$ cat src/ccd_pkg.sv
// Package for the arithmetic and control decode block: map, flags, opcodes, timing.
// Assumes a 25 MHz aclk where one processor clock state equals one aclk cycle.
package ccd_pkg;
    // Register byte offsets
    localparam logic [7:0] OFF_OPCODE   = 8'h00;
    localparam logic [7:0] OFF_FLAGS    = 8'h04;
    localparam logic [7:0] OFF_STATUS   = 8'h08;
    localparam logic [7:0] OFF_PC       = 8'h0C;
    localparam logic [7:0] OFF_WAKE     = 8'h10;
    localparam logic [7:0] OFF_REG_BASE = 8'h20;
    localparam logic [7:0] OFF_REG_LAST = 8'h3C;
    // Flag bit positions
    localparam int FLG_S  = 7;
    localparam int FLG_Z  = 6;
    localparam int FLG_H  = 4;
    localparam int FLG_PV = 2;
    localparam int FLG_N  = 1;
    localparam int FLG_C  = 0;
    // Reset values
    localparam logic [7:0]  RST_FLAGS = 8'h00;
    localparam logic [15:0] RST_PC    = 16'h0000;
    localparam logic [1:0]  RST_MODE  = 2'h0;
    // Clock states per opcode byte
    localparam logic [3:0] T_ONE_BYTE = 4'h4;
    localparam logic [3:0] T_INC_MEM  = 4'hB;
    localparam logic [3:0] T_PFX_HALF = 4'h4;
    // Opcodes
    localparam logic [7:0] OPC_IDLE     = 8'h00;
    localparam logic [7:0] OPC_DECIMAL  = 8'h27;
    localparam logic [7:0] OPC_INVERT   = 8'h2F;
    localparam logic [7:0] OPC_CSET     = 8'h37;
    localparam logic [7:0] OPC_CTOG     = 8'h3F;
    localparam logic [7:0] OPC_HALT     = 8'h76;
    localparam logic [7:0] OPC_INT_OFF  = 8'hF3;
    localparam logic [7:0] OPC_INT_ON   = 8'hFB;
    localparam logic [7:0] OPC_PREFIX   = 8'hED;
    localparam logic [7:0] OPC_TWOS     = 8'h44;
    localparam logic [7:0] OPC_MODE0    = 8'h46;
    localparam logic [7:0] OPC_MODE1    = 8'h56;
    localparam logic [7:0] OPC_MODE2    = 8'h5E;
    localparam logic [2:0] FIELD_INC    = 3'b100;
    localparam logic [2:0] FIELD_SUB1   = 3'b101;
    localparam logic [2:0] MEM_IDX      = 3'b110;
    localparam logic [2:0] ACC_IDX      = 3'b111;
    // Bus responses
    localparam logic [1:0] RESP_OKAY   = 2'b00;
    localparam logic [1:0] RESP_SLVERR = 2'b10;

    typedef enum logic [2:0] {ALU_INC, ALU_SUB1, ALU_INVERT, ALU_TWOS,
                              ALU_DECIMAL, ALU_CSET, ALU_CTOG} ccd_alu_e;
    typedef enum logic [2:0] {K_ALU, K_IDLE, K_HALT, K_IOFF, K_ION,
                              K_PFX, K_MODE, K_BAD} ccd_kind_e;
    typedef enum logic [1:0] {EX_IDLE, EX_BUSY, EX_HALT} ccd_exec_e;
endpackage

$ cat src/ccd_alu_if.sv
// Interface between the execute core and the accumulator/flag unit.
// Assumes ccd_pkg is compiled first.
`timescale 1ns/10ps
interface ccd_alu_if;
    ccd_pkg::ccd_alu_e op;
    logic [7:0]        a;
    logic [7:0]        fin;
    logic [7:0]        res;
    logic [7:0]        fout;
    modport alu  (input op, a, fin, output res, fout);
    modport core (output op, a, fin, input res, fout);
endinterface

$ cat src/ccd_alu.sv
// Combinational result and flag unit for single-operand and accumulator ops.
// Assumes the core holds operands stable for the cycle it samples the result.
`timescale 1ns/10ps
module ccd_alu (
    ccd_alu_if.alu alu
);
    // Sign and zero from a result
    function automatic logic [7:0] set_sz(input logic [7:0] f, input logic [7:0] r);
        logic [7:0] g;
        g = f;
        g[ccd_pkg::FLG_S] = r[7];
        g[ccd_pkg::FLG_Z] = (r == 8'h00);
        return g;
    endfunction

    // Result and flag computation
    always_comb
    begin
        logic [7:0] f;
        logic [7:0] r;
        logic [7:0] adj;
        f   = alu.fin;
        r   = alu.a;
        adj = 8'h00;
        case (alu.op)
            ccd_pkg::ALU_INC:
            begin
                r = alu.a + 8'h01;
                f[ccd_pkg::FLG_H]  = (alu.a[3:0] == 4'hF);
                f[ccd_pkg::FLG_PV] = (alu.a == 8'h7F);
                f[ccd_pkg::FLG_N]  = 1'b0;
                f = set_sz(f, r);
            end
            ccd_pkg::ALU_SUB1:
            begin
                r = alu.a - 8'h01;
                f[ccd_pkg::FLG_H]  = (alu.a[3:0] == 4'h0);
                f[ccd_pkg::FLG_PV] = (alu.a == 8'h80);
                f[ccd_pkg::FLG_N]  = 1'b1;
                f = set_sz(f, r);
            end
            ccd_pkg::ALU_INVERT:
            begin
                r = ~alu.a;
                f[ccd_pkg::FLG_H] = 1'b1;
                f[ccd_pkg::FLG_N] = 1'b1;
            end
            ccd_pkg::ALU_TWOS:
            begin
                r = 8'h00 - alu.a;
                f[ccd_pkg::FLG_C]  = (alu.a != 8'h00);
                f[ccd_pkg::FLG_H]  = (alu.a[3:0] != 4'h0);
                f[ccd_pkg::FLG_PV] = (alu.a == 8'h80);
                f[ccd_pkg::FLG_N]  = 1'b1;
                f = set_sz(f, r);
            end
            ccd_pkg::ALU_DECIMAL:
            begin
                if (alu.fin[ccd_pkg::FLG_H] || (alu.a[3:0] > 4'h9))
                    adj[3:0] = 4'h6;
                if (alu.fin[ccd_pkg::FLG_C] || (alu.a > 8'h99))
                begin
                    adj[7:4] = 4'h6;
                    f[ccd_pkg::FLG_C] = 1'b1;
                end
                r = alu.fin[ccd_pkg::FLG_N] ? (alu.a - adj) : (alu.a + adj);
                f[ccd_pkg::FLG_H] = alu.fin[ccd_pkg::FLG_N]
                                  ? (alu.fin[ccd_pkg::FLG_H] && (alu.a[3:0] < 4'h6))
                                  : (alu.a[3:0] > 4'h9);
                f[ccd_pkg::FLG_PV] = ~^r;
                f = set_sz(f, r);
            end
            ccd_pkg::ALU_CSET:
            begin
                f[ccd_pkg::FLG_C] = 1'b1;
                f[ccd_pkg::FLG_H] = 1'b0;
                f[ccd_pkg::FLG_N] = 1'b0;
            end
            ccd_pkg::ALU_CTOG:
            begin
                f[ccd_pkg::FLG_H] = alu.fin[ccd_pkg::FLG_C]; // Undefined, old carry
                f[ccd_pkg::FLG_C] = ~alu.fin[ccd_pkg::FLG_C];
                f[ccd_pkg::FLG_N] = 1'b0;
            end
            default:
            begin
                r = alu.a;
            end
        endcase
        alu.res  = r;
        alu.fout = f;
    end
endmodule

$ cat src/ccd_core.sv
// Decode and execute core with AXI4-Lite register access.
// Assumes one AXI4-Lite master, aclk at 25 MHz, opcode bytes written by software.
//
// Overview of operation
// - Increment, decrement and negate load the parity/overflow flag with signed overflow.
// - Decimal adjust loads the parity/overflow flag with 1 for even parity, 0 for odd.
// - Invert replaces the accumulator with its complement in 4 states, sets H and N.
// - Negate is a two-byte opcode of 8 states forming the two's complement.
// - Interrupt-off clears and interrupt-on sets the enable latch in 4 states, no flags.
// - Carry-set forces carry and clears H and N; carry-toggle inverts carry, clears N.
// - Mode select 0 is two bytes, 8 states, selects mode 0 and keeps flags.
// - Mode select 1 and 2 are two bytes, 8 states, select mode 1 or 2, keep flags.
// - Decimal adjust corrects the accumulator to packed BCD in 4 states, keeps N.
`timescale 1ns/10ps
module ccd_core (
    input  wire logic        aclk,
    input  wire logic        aresetn,
    input  wire logic [7:0]  awaddr,
    input  wire logic        awvalid,
    output logic             awready,
    input  wire logic [31:0] wdata,
    input  wire logic [3:0]  wstrb,
    input  wire logic        wvalid,
    output logic             wready,
    output logic [1:0]       bresp,
    output logic             bvalid,
    input  wire logic        bready,
    input  wire logic [7:0]  araddr,
    input  wire logic        arvalid,
    output logic             arready,
    output logic [31:0]      rdata,
    output logic [1:0]       rresp,
    output logic             rvalid,
    input  wire logic        rready,
    output logic             cpu_halted,
    output logic             int_enable
);
    ccd_alu_if alu_if ();
    ccd_alu u_alu (.alu(alu_if));

    // Address map check
    function automatic logic mapped(input logic [7:0] ad);
        return (ad[1:0] == 2'b00) && ((ad <= ccd_pkg::OFF_WAKE)
               || ((ad >= ccd_pkg::OFF_REG_BASE) && (ad <= ccd_pkg::OFF_REG_LAST)));
    endfunction

    logic                aw_have, next_aw_have, w_have, next_w_have;
    logic [7:0]          aw_addr, next_aw_addr;
    logic [15:0]         w_data, next_w_data;
    logic [1:0]          w_strb, next_w_strb;
    logic                next_awready, next_wready, next_bvalid, next_arready, next_rvalid;
    logic [1:0]          next_bresp, next_rresp;
    logic [31:0]         next_rdata;
    logic                do_wr, wr_err, issue, wake, busy;
    ccd_pkg::ccd_exec_e  state, next_state;
    logic [3:0]          tcnt, next_tcnt;
    logic                halt_pend, next_halt_pend, next_cpu_halted, next_int_enable;
    logic [7:0]          reg_file [8];
    logic [7:0]          next_reg_file [8];
    logic [7:0]          flags, next_flags, last_opc, next_last_opc, opc, acc;
    logic [15:0]         pc, next_pc;
    logic [1:0]          int_mode, next_int_mode;
    logic                pfx, next_pfx, bad, next_bad;
    ccd_pkg::ccd_kind_e  kind;
    logic [3:0]          run_t;
    logic [2:0]          dst;

    assign busy = (state == ccd_pkg::EX_BUSY);
    assign acc  = reg_file[ccd_pkg::ACC_IDX];
    assign opc  = w_data[7:0];

    ////////////////////////////////////////////////////////////////////////////////
    // Bus slave next state
    always_comb
    begin
        next_aw_have = aw_have;
        next_aw_addr = aw_addr;
        next_w_have  = w_have;
        next_w_data  = w_data;
        next_w_strb  = w_strb;
        next_bvalid  = bvalid;
        next_bresp   = bresp;
        next_rvalid  = rvalid;
        next_rdata   = rdata;
        next_rresp   = rresp;
        wr_err = !mapped(aw_addr)
              || ((aw_addr == ccd_pkg::OFF_OPCODE) && !(state == ccd_pkg::EX_IDLE));
        do_wr  = aw_have && w_have && !bvalid;
        if (awvalid && awready)
        begin
            next_aw_have = 1'b1;
            next_aw_addr = awaddr;
        end
        if (wvalid && wready)
        begin
            next_w_have = 1'b1;
            next_w_data = wdata[15:0];
            next_w_strb = wstrb[1:0];
        end
        if (bvalid && bready)
            next_bvalid = 1'b0;
        if (do_wr)
        begin
            next_aw_have = 1'b0;
            next_w_have  = 1'b0;
            next_bvalid  = 1'b1;
            next_bresp   = wr_err ? ccd_pkg::RESP_SLVERR : ccd_pkg::RESP_OKAY;
        end
        if (rvalid && rready)
            next_rvalid = 1'b0;
        if (arvalid && arready)
        begin
            next_rvalid = 1'b1;
            next_rresp  = mapped(araddr) ? ccd_pkg::RESP_OKAY : ccd_pkg::RESP_SLVERR;
            case (araddr)
                ccd_pkg::OFF_OPCODE: next_rdata = {24'h00_0000, last_opc};
                ccd_pkg::OFF_FLAGS:  next_rdata = {24'h00_0000, flags};
                ccd_pkg::OFF_STATUS: next_rdata = {25'h000_0000, bad, pfx, int_mode, int_enable,
                                                   cpu_halted, busy};
                ccd_pkg::OFF_PC:     next_rdata = {16'h0000, pc};
                default: next_rdata = mapped(araddr) && araddr[5]
                                    ? {24'h00_0000, reg_file[araddr[4:2]]} : 32'h0000_0000;
            endcase
        end
        next_awready = !next_aw_have;
        next_wready  = !next_w_have;
        next_arready = !next_rvalid;
    end

    // Bus slave registers
    always_ff @(posedge aclk)
    begin
        if (!aresetn)
        begin
            aw_have <= 1'b0;
            aw_addr <= 8'h00;
            w_have  <= 1'b0;
            w_data  <= 16'h0000;
            w_strb  <= 2'b00;
            awready <= 1'b0;
            wready  <= 1'b0;
            bvalid  <= 1'b0;
            bresp   <= ccd_pkg::RESP_OKAY;
            arready <= 1'b0;
            rvalid  <= 1'b0;
            rdata   <= 32'h0000_0000;
            rresp   <= ccd_pkg::RESP_OKAY;
        end
        else
        begin
            aw_have <= next_aw_have;
            aw_addr <= next_aw_addr;
            w_have  <= next_w_have;
            w_data  <= next_w_data;
            w_strb  <= next_w_strb;
            awready <= next_awready;
            wready  <= next_wready;
            bvalid  <= next_bvalid;
            bresp   <= next_bresp;
            arready <= next_arready;
            rvalid  <= next_rvalid;
            rdata   <= next_rdata;
            rresp   <= next_rresp;
        end
    end

    ////////////////////////////////////////////////////////////////////////////////
    // Opcode decode and operand selection
    always_comb
    begin
        alu_if.op  = ccd_pkg::ALU_INC;
        alu_if.a   = acc;
        alu_if.fin = flags;
        kind  = ccd_pkg::K_BAD;
        run_t = pfx ? ccd_pkg::T_PFX_HALF : ccd_pkg::T_ONE_BYTE;
        dst   = ccd_pkg::ACC_IDX;
        if (pfx)
        begin
            case (opc)
                ccd_pkg::OPC_TWOS:
                begin
                    kind      = ccd_pkg::K_ALU;
                    alu_if.op = ccd_pkg::ALU_TWOS;
                end
                ccd_pkg::OPC_MODE0, ccd_pkg::OPC_MODE1, ccd_pkg::OPC_MODE2:
                    kind = ccd_pkg::K_MODE;
                default: kind = ccd_pkg::K_BAD;
            endcase
        end
        else if ((opc[7:6] == 2'b00) && ((opc[2:0] == ccd_pkg::FIELD_INC)
                                       || (opc[2:0] == ccd_pkg::FIELD_SUB1)))
        begin
            kind      = ccd_pkg::K_ALU;
            alu_if.op = opc[0] ? ccd_pkg::ALU_SUB1 : ccd_pkg::ALU_INC;
            alu_if.a  = reg_file[opc[5:3]];
            dst       = opc[5:3];
            if (opc[5:3] == ccd_pkg::MEM_IDX)
                run_t = ccd_pkg::T_INC_MEM;
        end
        else
        begin
            case (opc)
                // Accumulator and carry ops, picked by opcode bits 4:3
                ccd_pkg::OPC_DECIMAL, ccd_pkg::OPC_INVERT, ccd_pkg::OPC_CSET, ccd_pkg::OPC_CTOG:
                begin
                    kind      = ccd_pkg::K_ALU;
                    alu_if.op = opc[4] ? (opc[3] ? ccd_pkg::ALU_CTOG : ccd_pkg::ALU_CSET)
                                       : (opc[3] ? ccd_pkg::ALU_INVERT : ccd_pkg::ALU_DECIMAL);
                end
                ccd_pkg::OPC_IDLE:    kind = ccd_pkg::K_IDLE;
                ccd_pkg::OPC_HALT:    kind = ccd_pkg::K_HALT;
                ccd_pkg::OPC_INT_OFF: kind = ccd_pkg::K_IOFF;
                ccd_pkg::OPC_INT_ON:  kind = ccd_pkg::K_ION;
                ccd_pkg::OPC_PREFIX:  kind = ccd_pkg::K_PFX;
                default:              kind = ccd_pkg::K_BAD;
            endcase
        end
    end

    ////////////////////////////////////////////////////////////////////////////////
    // Execute next state
    always_comb
    begin
        issue = do_wr && !wr_err && (aw_addr == ccd_pkg::OFF_OPCODE);
        wake  = do_wr && !wr_err && (aw_addr == ccd_pkg::OFF_WAKE) && w_data[0];
        next_state      = state;
        next_tcnt       = tcnt;
        next_halt_pend  = halt_pend && !wake;
        next_reg_file   = reg_file;
        next_flags      = flags;
        next_pc         = pc;
        next_int_enable = int_enable;
        next_int_mode   = int_mode;
        next_pfx        = pfx;
        next_bad        = bad;
        next_last_opc   = last_opc;
        case (state)
            ccd_pkg::EX_BUSY:
                if (tcnt == 4'h0)
                begin
                    next_state     = next_halt_pend ? ccd_pkg::EX_HALT : ccd_pkg::EX_IDLE;
                    next_halt_pend = 1'b0;
                end
                else
                    next_tcnt = tcnt - 4'h1;
            ccd_pkg::EX_HALT:
                if (wake)
                    next_state = ccd_pkg::EX_IDLE;
            ccd_pkg::EX_IDLE:
                next_state = ccd_pkg::EX_IDLE;
            default:
                next_state = ccd_pkg::EX_IDLE;
        endcase
        if (issue)
        begin
            next_state    = ccd_pkg::EX_BUSY;
            next_tcnt     = run_t - 4'h1;
            next_pc       = pc + 16'h0001;
            next_last_opc = opc;
            next_pfx      = (kind == ccd_pkg::K_PFX);
            next_bad      = (kind == ccd_pkg::K_BAD);
            case (kind)
                ccd_pkg::K_ALU:
                begin
                    next_reg_file[dst] = alu_if.res;
                    next_flags         = alu_if.fout;
                end
                ccd_pkg::K_HALT: next_halt_pend  = 1'b1;
                ccd_pkg::K_IOFF: next_int_enable = 1'b0;
                ccd_pkg::K_ION:  next_int_enable = 1'b1;
                ccd_pkg::K_MODE: next_int_mode = (opc == ccd_pkg::OPC_MODE1) ? 2'd1
                                               : (opc == ccd_pkg::OPC_MODE2) ? 2'd2 : 2'd0;
                default: next_pfx = next_pfx;
            endcase
        end
        else if (do_wr && !wr_err && w_strb[0])
        begin
            if (aw_addr == ccd_pkg::OFF_FLAGS)
                next_flags = w_data[7:0];
            else if (aw_addr == ccd_pkg::OFF_PC)
                next_pc[7:0] = w_data[7:0];
            else if (aw_addr[5])
                next_reg_file[aw_addr[4:2]] = w_data[7:0];
        end
        if (do_wr && !wr_err && (aw_addr == ccd_pkg::OFF_PC) && w_strb[1])
            next_pc[15:8] = w_data[15:8];
        next_cpu_halted = (next_state == ccd_pkg::EX_HALT);
    end

    // Execute registers
    always_ff @(posedge aclk)
    begin
        if (!aresetn)
        begin
            state      <= ccd_pkg::EX_IDLE;
            tcnt       <= 4'h0;
            halt_pend  <= 1'b0;
            reg_file   <= '{default: 8'h00};
            flags      <= ccd_pkg::RST_FLAGS;
            pc         <= ccd_pkg::RST_PC;
            int_enable <= 1'b0;
            int_mode   <= ccd_pkg::RST_MODE;
            pfx        <= 1'b0;
            bad        <= 1'b0;
            last_opc   <= 8'h00;
            cpu_halted <= 1'b0;
        end
        else
        begin
            state      <= next_state;
            tcnt       <= next_tcnt;
            halt_pend  <= next_halt_pend;
            reg_file   <= next_reg_file;
            flags      <= next_flags;
            pc         <= next_pc;
            int_enable <= next_int_enable;
            int_mode   <= next_int_mode;
            pfx        <= next_pfx;
            bad        <= next_bad;
            last_opc   <= next_last_opc;
            cpu_halted <= next_cpu_halted;
        end
    end
endmodule

$ cat config.mk
export PLATFORM = sky130hd
export DESIGN_NAME = ccd_core
export DESIGN_NICKNAME = d
export VERILOG_FILES = /design/src/ccd_pkg.sv /design/src/ccd_alu_if.sv /design/src/ccd_alu.sv /design/src/ccd_core.sv
export SDC_FILE = /design/constraint.sdc
export NUM_CORES = 1
export LEC_CHECK = 0
export BUFFER_PORTS_ARGS = -buffer_cell sky130_fd_sc_hd__buf_2
export CAP_MARGIN = 5
export CORE_ASPECT_RATIO = 1.4
export CORE_MARGIN = 1
export CORE_UTILIZATION = 35
export DETAILED_ROUTE_END_ITERATION = 7
export PLACE_DENSITY = 0.59
export SYNTH_ARGS = -nofsm -noshare
export SYNTH_HDL_FRONTEND = slang
export SYNTH_SLANG_ARGS = --single-unit
$ cat constraint.sdc
create_clock -name aclk -period 13.65 [get_ports aclk]
set_input_delay 2.73 -clock aclk [delete_from_list [all_inputs] [get_ports aclk]]
set_output_delay 2.73 -clock aclk [all_outputs]
set_load 0.02 [all_outputs]
# Word level (Yosys, flattened, before mapping)
# Cells that the tools add are included.
[totals]
out_inout_bits = 43
inputBits = 59
word_cells = 285
regBits = 178
[classes]
bitwise = 7
reduce_logical = 81
muxes = 87
magnitude_cmp = 15
n_addsub = 8
eq_ne = 49
[ops]
columns = ["cell", "n"]
rows = [
  ["$mux W64", 6],
  ["$mux W8", 20],
  ["$bwmux W64", 2],
  ["$pmux W16 S4", 1],
  ["$logic_not A8 Y1", 7],
  ["$bmux W8 S3", 2],
  ["$demux W8 S3", 2],
  ["$eq A8 B7 Y1 const B", 6],
  ["$pmux W8 S5", 1],
  ["$mux W3", 11],
  ["$eq A8 B6 Y1 const B", 4],
  ["$eq A8 B8 Y1 const B", 4],
  ["$mux W4", 8],
  ["$eq A3 B3 Y1 const B", 10],
  ["$logic_and A1 B1 Y1", 25],
  ["$eq A8 B4 Y1 const B", 3],
  ["$mux W2", 10],
  ["$pmux W3 S6", 1],
  ["$add A16 B1 Y16 const B", 1],
  ["$eq A8 B3 Y1 const B", 2],
  ["$ge A4 B4 Y1 const B", 4],
  ["$ge A8 B6 Y1 const B", 2],
  ["$le A8 B5 Y1 const B", 2],
  ["$le A8 B6 Y1 const B", 2],
  ["50 further kinds", 111],
]

# Longest topological paths before layout
[depth]
word_depth = 17
mapped_depth = 26
depth_no_buf = 23

# Cells and area by module
# From an unflattened synthesis, not the netlist that was laid out.
[hier_totals]
hier_cells = 1407
hier_area_um2 = 11626.2
[by_module_without_submodules]
columns = ["module", "cells_each", "n_inst", "seq_area_each_um2", "area_each_um2"]
rows = [
  ["ccd_core", 1141, 1, 3203.1, 9893.2],
  ["ccd_alu", 266, 1, 0.0, 1732.9],
]

# Least setup slack after synthesis
# No wires, ideal clock.
[synth_path]
path_kind = "input to register"
startpoint = "input port araddr[2]"
endpoint = "register rdata[0]"
path_slack_ns = 8.406
stages = 7
t_arrival_ns = 5.116
path_buffers = 3
setup_time_ns = 0.128
required_ns = 13.522
cell_sequence = "clkbuf_1 clkbuf_1 clkbuf_1 mux4_2 a22o_1 a22oi_1 nor2_1"
[synth_via]
elab_chain_cells = 7
elab_cells_between_ends = 17
classes_between = "order compare (3); eq/ne (3); mux (5); bitwise (1); reduce/logical (5)"
[synth_lines]
columns = ["item", "line_no", "source"]
rows = [
  ["start, declared", "ccd_core.sv:28", "input wire logic [7:0] araddr,"],
  ["$ge A8 B6 Y1 / $le A8 B6 Y1 (equally long branches)", "ccd_core.sv:44", "|| ((ad >= ccd_pkg::OFF_REG_BASE) && (ad <= ccd_pkg::OFF_REG_LAST)));"],
  ["$logic_and A1 B1 Y1", "ccd_core.sv:44", ""],
  ["$logic_or A1 B1 Y1", "ccd_core.sv:44", ""],
  ["$logic_and A1 B1 Y1", "ccd_core.sv:43", "return (ad[1:0] == 2'b00) && ((ad <= ccd_pkg::OFF_WAKE)"],
  ["$logic_and A1 B1 Y1", "ccd_core.sv:121", "default: next_rdata = mapped(araddr) && araddr[5]"],
  ["$mux W8", "ccd_core.sv:122", "? {24'h00_0000, reg_file[araddr[4:2]]} : 32'h0000_0000;"],
  ["$pmux W16 S4 *", "ccd_core.sv:115", "case (araddr)"],
  ["end signal, assigned", "ccd_core.sv:162", "rdata <= next_rdata;"],
  ["end, declared", "ccd_core.sv:31", "output logic [31:0] rdata,"],
]
# Every way passes the cells marked *; elsewhere a longest branch is shown, timed or not. The select of a mux whose other input is x is not followed.
# A chain may end at the register's enable or synchronous reset.

# Worst setup path in the final report
[layout_path]
startpoint = "register w_data[2]"
endpoint = "register reg_file[63] (netlist name)"
[layout_via]
elab_chain_cells = 15
elab_cells_between_ends = 64
classes_between = "add/sub (5); order compare (4); eq/ne (19); mux (23); bitwise (2); reduce/logical (11)"
[layout_lines]
columns = ["item", "line_no", "source"]
rows = [
  ["start, declared", "ccd_core.sv:49", "logic [15:0] w_data, next_w_data;"],
  ["start signal, assigned", "ccd_core.sv:154", "w_data <= next_w_data;"],
  ["$eq A3 B3 Y1, on equally long branches", "ccd_core.sv:190, ccd_core.sv:191", ""],
  ["$logic_or A1 B1 Y1", "ccd_core.sv:191", "|| (opc[2:0] == ccd_pkg::FIELD_SUB1)))"],
  ["$logic_and A1 B1 Y1", "ccd_core.sv:190", "else if ((opc[7:6] == 2'b00) && ((opc[2:0] == ccd_pkg::FIELD_INC)"],
  ["$mux W8", "ccd_core.sv:190", ""],
  ["$mux W8", "ccd_core.sv:177", "if (pfx)"],
  ["$gt A8 B8 Y1 / $gt A4 B4 Y1 (equally long branches)", "ccd_alu.sv:61, ccd_alu.sv:59", ""],
  ["$logic_or A1 B1 Y1, on equally long branches", "ccd_alu.sv:61, ccd_alu.sv:59", ""],
  ["$mux W3, on equally long branches", "ccd_alu.sv:61, ccd_alu.sv:59", ""],
  ["$mux W4", "ccd_alu.sv:25", "case (alu.op)"],
  ["$add A8 B8 Y8 / $sub A8 B8 Y8 (equally long branches)", "ccd_alu.sv:66", "r = alu.fin[ccd_pkg::FLG_N] ? (alu.a - adj) : (alu.a + adj);"],
  ["$mux W8", "ccd_alu.sv:66", ""],
  ["$pmux W8 S5", "ccd_alu.sv:25", ""],
  ["$bwmux W64", "ccd_core.sv:265", "next_reg_file[dst] = alu_if.res;"],
  ["$mux W64", "ccd_core.sv:262", "case (kind)"],
  ["$mux W64", "ccd_core.sv:254", "if (issue)"],
  ["end signal, assigned", "ccd_core.sv:313", "reg_file <= next_reg_file;"],
  ["end, declared", "ccd_core.sv:58", "logic [7:0] reg_file [8];"],
]
# Parallel ways exist; a longest one is shown, timed or not. The select of a mux whose other input is x is not followed.

==> metrics.yaml <==
outcome:
  status: "completed"
power:
  power_density_nw_per_um2: 93.1
  pwr-share-clk_pct: 44.8
  p_leak_nw: 4.12
  power_switching_uw: 307
  ir_worst_vdd_mv: 0.0812
  pwr-share-seq_pct: 45.8
  intPower_uw: 745
  switching_share_pct: 29.2
  design_power_total_mw: 1.05
  p_comb_share_pct: 9.3
logic_synthesis:
  synth_top_area_cell: "dfxtp_1"
  synth_top_area_share_pct: 31.2
  ys_warn_count: 0
  ys.flop_type: "dfxtp_1"
  synth-seq-cells: 160
  yosysMostFrequentCell: "nand2_1"
  netlist_area_um2: 10300
  synth_edf_count: 0
  ys_seq_area_share_pct: 31.2
  async_flop_share_pct: 0
  synth_cells: 1275
  synthDistinctLibCells: 77
  synth_common_cells: "185 x nand2_1, 160 x dfxtp_1, 100 x nor2_1"
  synthTopCellsByArea: "dfxtp_1 31%, mux4_2 7.2%, nand2_1 6.8%"
  syn_avg_cell_area_um2: 8.05
worst_setup_path:
  cp-endpoint: "reg_file[63]"
  rr_worst_depth: 20
  cp_slowest_cell: "dfxtp_1"
  r2r_start: "w_data[2]"
  r2r_setup_slack_ns: 7.11
  critPathArrivalTime_ns: 6.92
  crit_buf_inv: 3
  cp_cell_sequence: "nand2b_1, nor3_2, buf_4, mux2i_4, inv_2, ha_1, or2_2, a21oi_1, or2_2, inv_1, ha_1, o21a_1, nor2_1, o21ai_0, a21o_1, a21oi_1, xnor2_1, a221oi_1, a21oi_1, o221a_1"
  crit_fanout: 19
  cp.required_ns: 14.03
  path_class: "flip-flop to flip-flop"
  startpoint: "w_data[2]"
  crit_path_start_kind: "flip-flop"
  cpLargestDelayFamily: "compound AO/OA/AOI/OAI gates"
  endpoint_kind: "flip-flop"
  slowest_delay_ns: 0.93
  r2r_end: "reg_file[63]"
  crit_top_cell: "a21oi_1"
  crit_cells: 20
timing:
  setup_violations: 0
  finalSetupTns_ns: 0
  worstMarginPinSlew_ns: 1.02
  fin_skew_ns: 0.0143
  rsz0062_at_grt: "no"
  hold_violations: 0
  period_share_pct: 47.9
  min_period_ns: 6.54
  max_clock_freq_mhz: 153
  maxSlewViolCount: 0
  whs_ns: 0.456
  relSlewSlack_pct: 32.1
cells_and_area:
  n_fill_cell: 2927
  fin_util_pct: 39.5
  antenna_cells: 0
  final_area_um2: 11300
  area_growth_pct: 10.1
  drive_above_1_share_pct: 14.9
  multi_input_area_um2: 6470
  nets: 1355
  final-seq-area_um2: 3200
grt:
  grt_max_degree: 70
  antenna_found_initial: 0
  grt_pass1_wl_um: 53700
  grt_use_total_pct: 23.2
  grt_pass1_vias: 9435
  grt_overflow: 0
clocking:
  clkSlewWorstSetupHoldPaths_ns: 0.07
  clockBufferDepth: 2
  cts_root_buffer: "clkbuf_16"
  clk_latency_ns: 0.45
  numCtsBuffers: 17
  h-tree-depth: 4
  cts-resized-gates: 0
  hold_buffers: 0
  post_cts_buffers: 0
  cts_tree: "built"
  cts.sink_count: 160
floorplanning:
  core-area_um2: 28600
  fp.dieArea_um2: 30000
  die_h_um: 205
  die_w_um: 147
  rows: 73
  start_util_pct: 35.9
  io_pins: 102
route:
  drt-wirelength-per-cell_um: 20.9
  vias_per_cell: 5.99
  drc: 0
  drt-initial-drc-count: 846
  vias: 9954
  routed_wl_um: 34800
  ant_nets: 0
  drt_pass1_iterations: 5
place:
  placedInstanceArea_um2: 10700
  numPortBuffers: 65
  dp.final_hpwl_um: 24600
  place_congestion: 0.917
job:
  cap_violations: 0
hold_path:
  hp-class: "flip-flop to flip-flop"
-- stage by stage --
step	setup slack (ns)	instances
after global placement	7.30	1630
after floorplan	8.41	1292
final	7.11	1662
after global routing	6.87	1662
after CTS	7.25	1662
after detailed placement	7.29	1630
-- how the worst min path moves through the flow --
| stage | startpoint | cells after the start | end | slack [ns] |
|---|---|---|---|---|
| after floorplan | alu_if.fin[5] | 2 | alu_if.fin[5] | 0.43 |
| final | last_opc[5] | 2 | last_opc[5] | 0.46 |
| after global routing | aw_addr[7] | 2 | aw_addr[7] | 0.48 |
| after detailed placement | aw_addr[7] | 2 | aw_addr[7] | 0.45 |
| after CTS | aw_addr[7] | 2 | aw_addr[7] | 0.46 |
| after global placement | last_opc[4] | 2 | last_opc[4] | 0.44 |
-- layout make-up --
class,instances,area share (%)
inverters,28,0.942
clock buffers,17,3.77
multi-input cells,983,57.3
repair buffers,84,4.14
well taps,375,4.15
flip-flops and latches,160,28.4
clock inverters,15,1.31
-- layout by cell type (no fill, tap or decap), drive strengths merged, types with 7 or more instances in the layout --
cell	instances
xnor2	12
nand3	40
a22oi	36
mux2	24
o221a	9
mux4	33
nand2b	15
inv	32
mux2i	20
o21a	12
ha	22
a31oi	26
and3	28
nand4	14
o21ai	70
buf	84
o31ai	8
or3	12
a211oi	10
and2	10
o22ai	13
a22o	17
a21oi	95
clkbuf	17
clkinv	7
conb	18
nand2	186
nor2	100
dfxtp	160
a221oi	11
nor3	35
-- sequential cells by signal, indices dropped and copies added (netlist names), 2 cells and up --
name        count
rdata          16
acc             8
state           2
aw_addr         8
tcnt            4
pc             16
last_opc        8
int_mode        2
w_data         16
w_strb          2
reg_file       56
alu_if.fin      8
-- layer usage --
metal / part of all wire, % / vias up / wire length [um] / GRT usage (%)
li1: - / 4675 / - / -
met5: 0 / - / 0 / 0
met4: 5.2 / 0 / 1810 / 13.1
met2: 49 / 370 / 17100 / 40.0
met1: 41 / 4810 / 14100 / 27.5
met3: 5.2 / 99 / 1790 / 3.30
-- worst min-delay path, stage by stage, from the launching register on --
cell     delay, ns
dfxtp_1       0.31
nand2_1       0.05
a21oi_1       0.05
-- logic make-up after synthesis --
kind of cell,Yosys count,share of synthesized area (%)
other cells,1,0.0366
mux,77,12.2
compound gates,367,23.8
buf+inv,149,6.44
xor+xnor,16,1.37
simple gates,483,22.2
flops,160,31.2
fa+ha+maj,22,2.68
-- power by group through the flow --
stage          Combinational (mW)  Clock, mW  Sequential (mW)
2_1_floorplan              0.0752          0            0.488
3_3_place_gp               0.0961          0            0.492
3_5_place_dp               0.0971          0            0.492
4_1_cts                    0.0973      0.476            0.481
5_1_grt                     0.107      0.493            0.482
6_report                   0.0982      0.471            0.482
No activity file was read; power rests on OpenSTA's default activity.
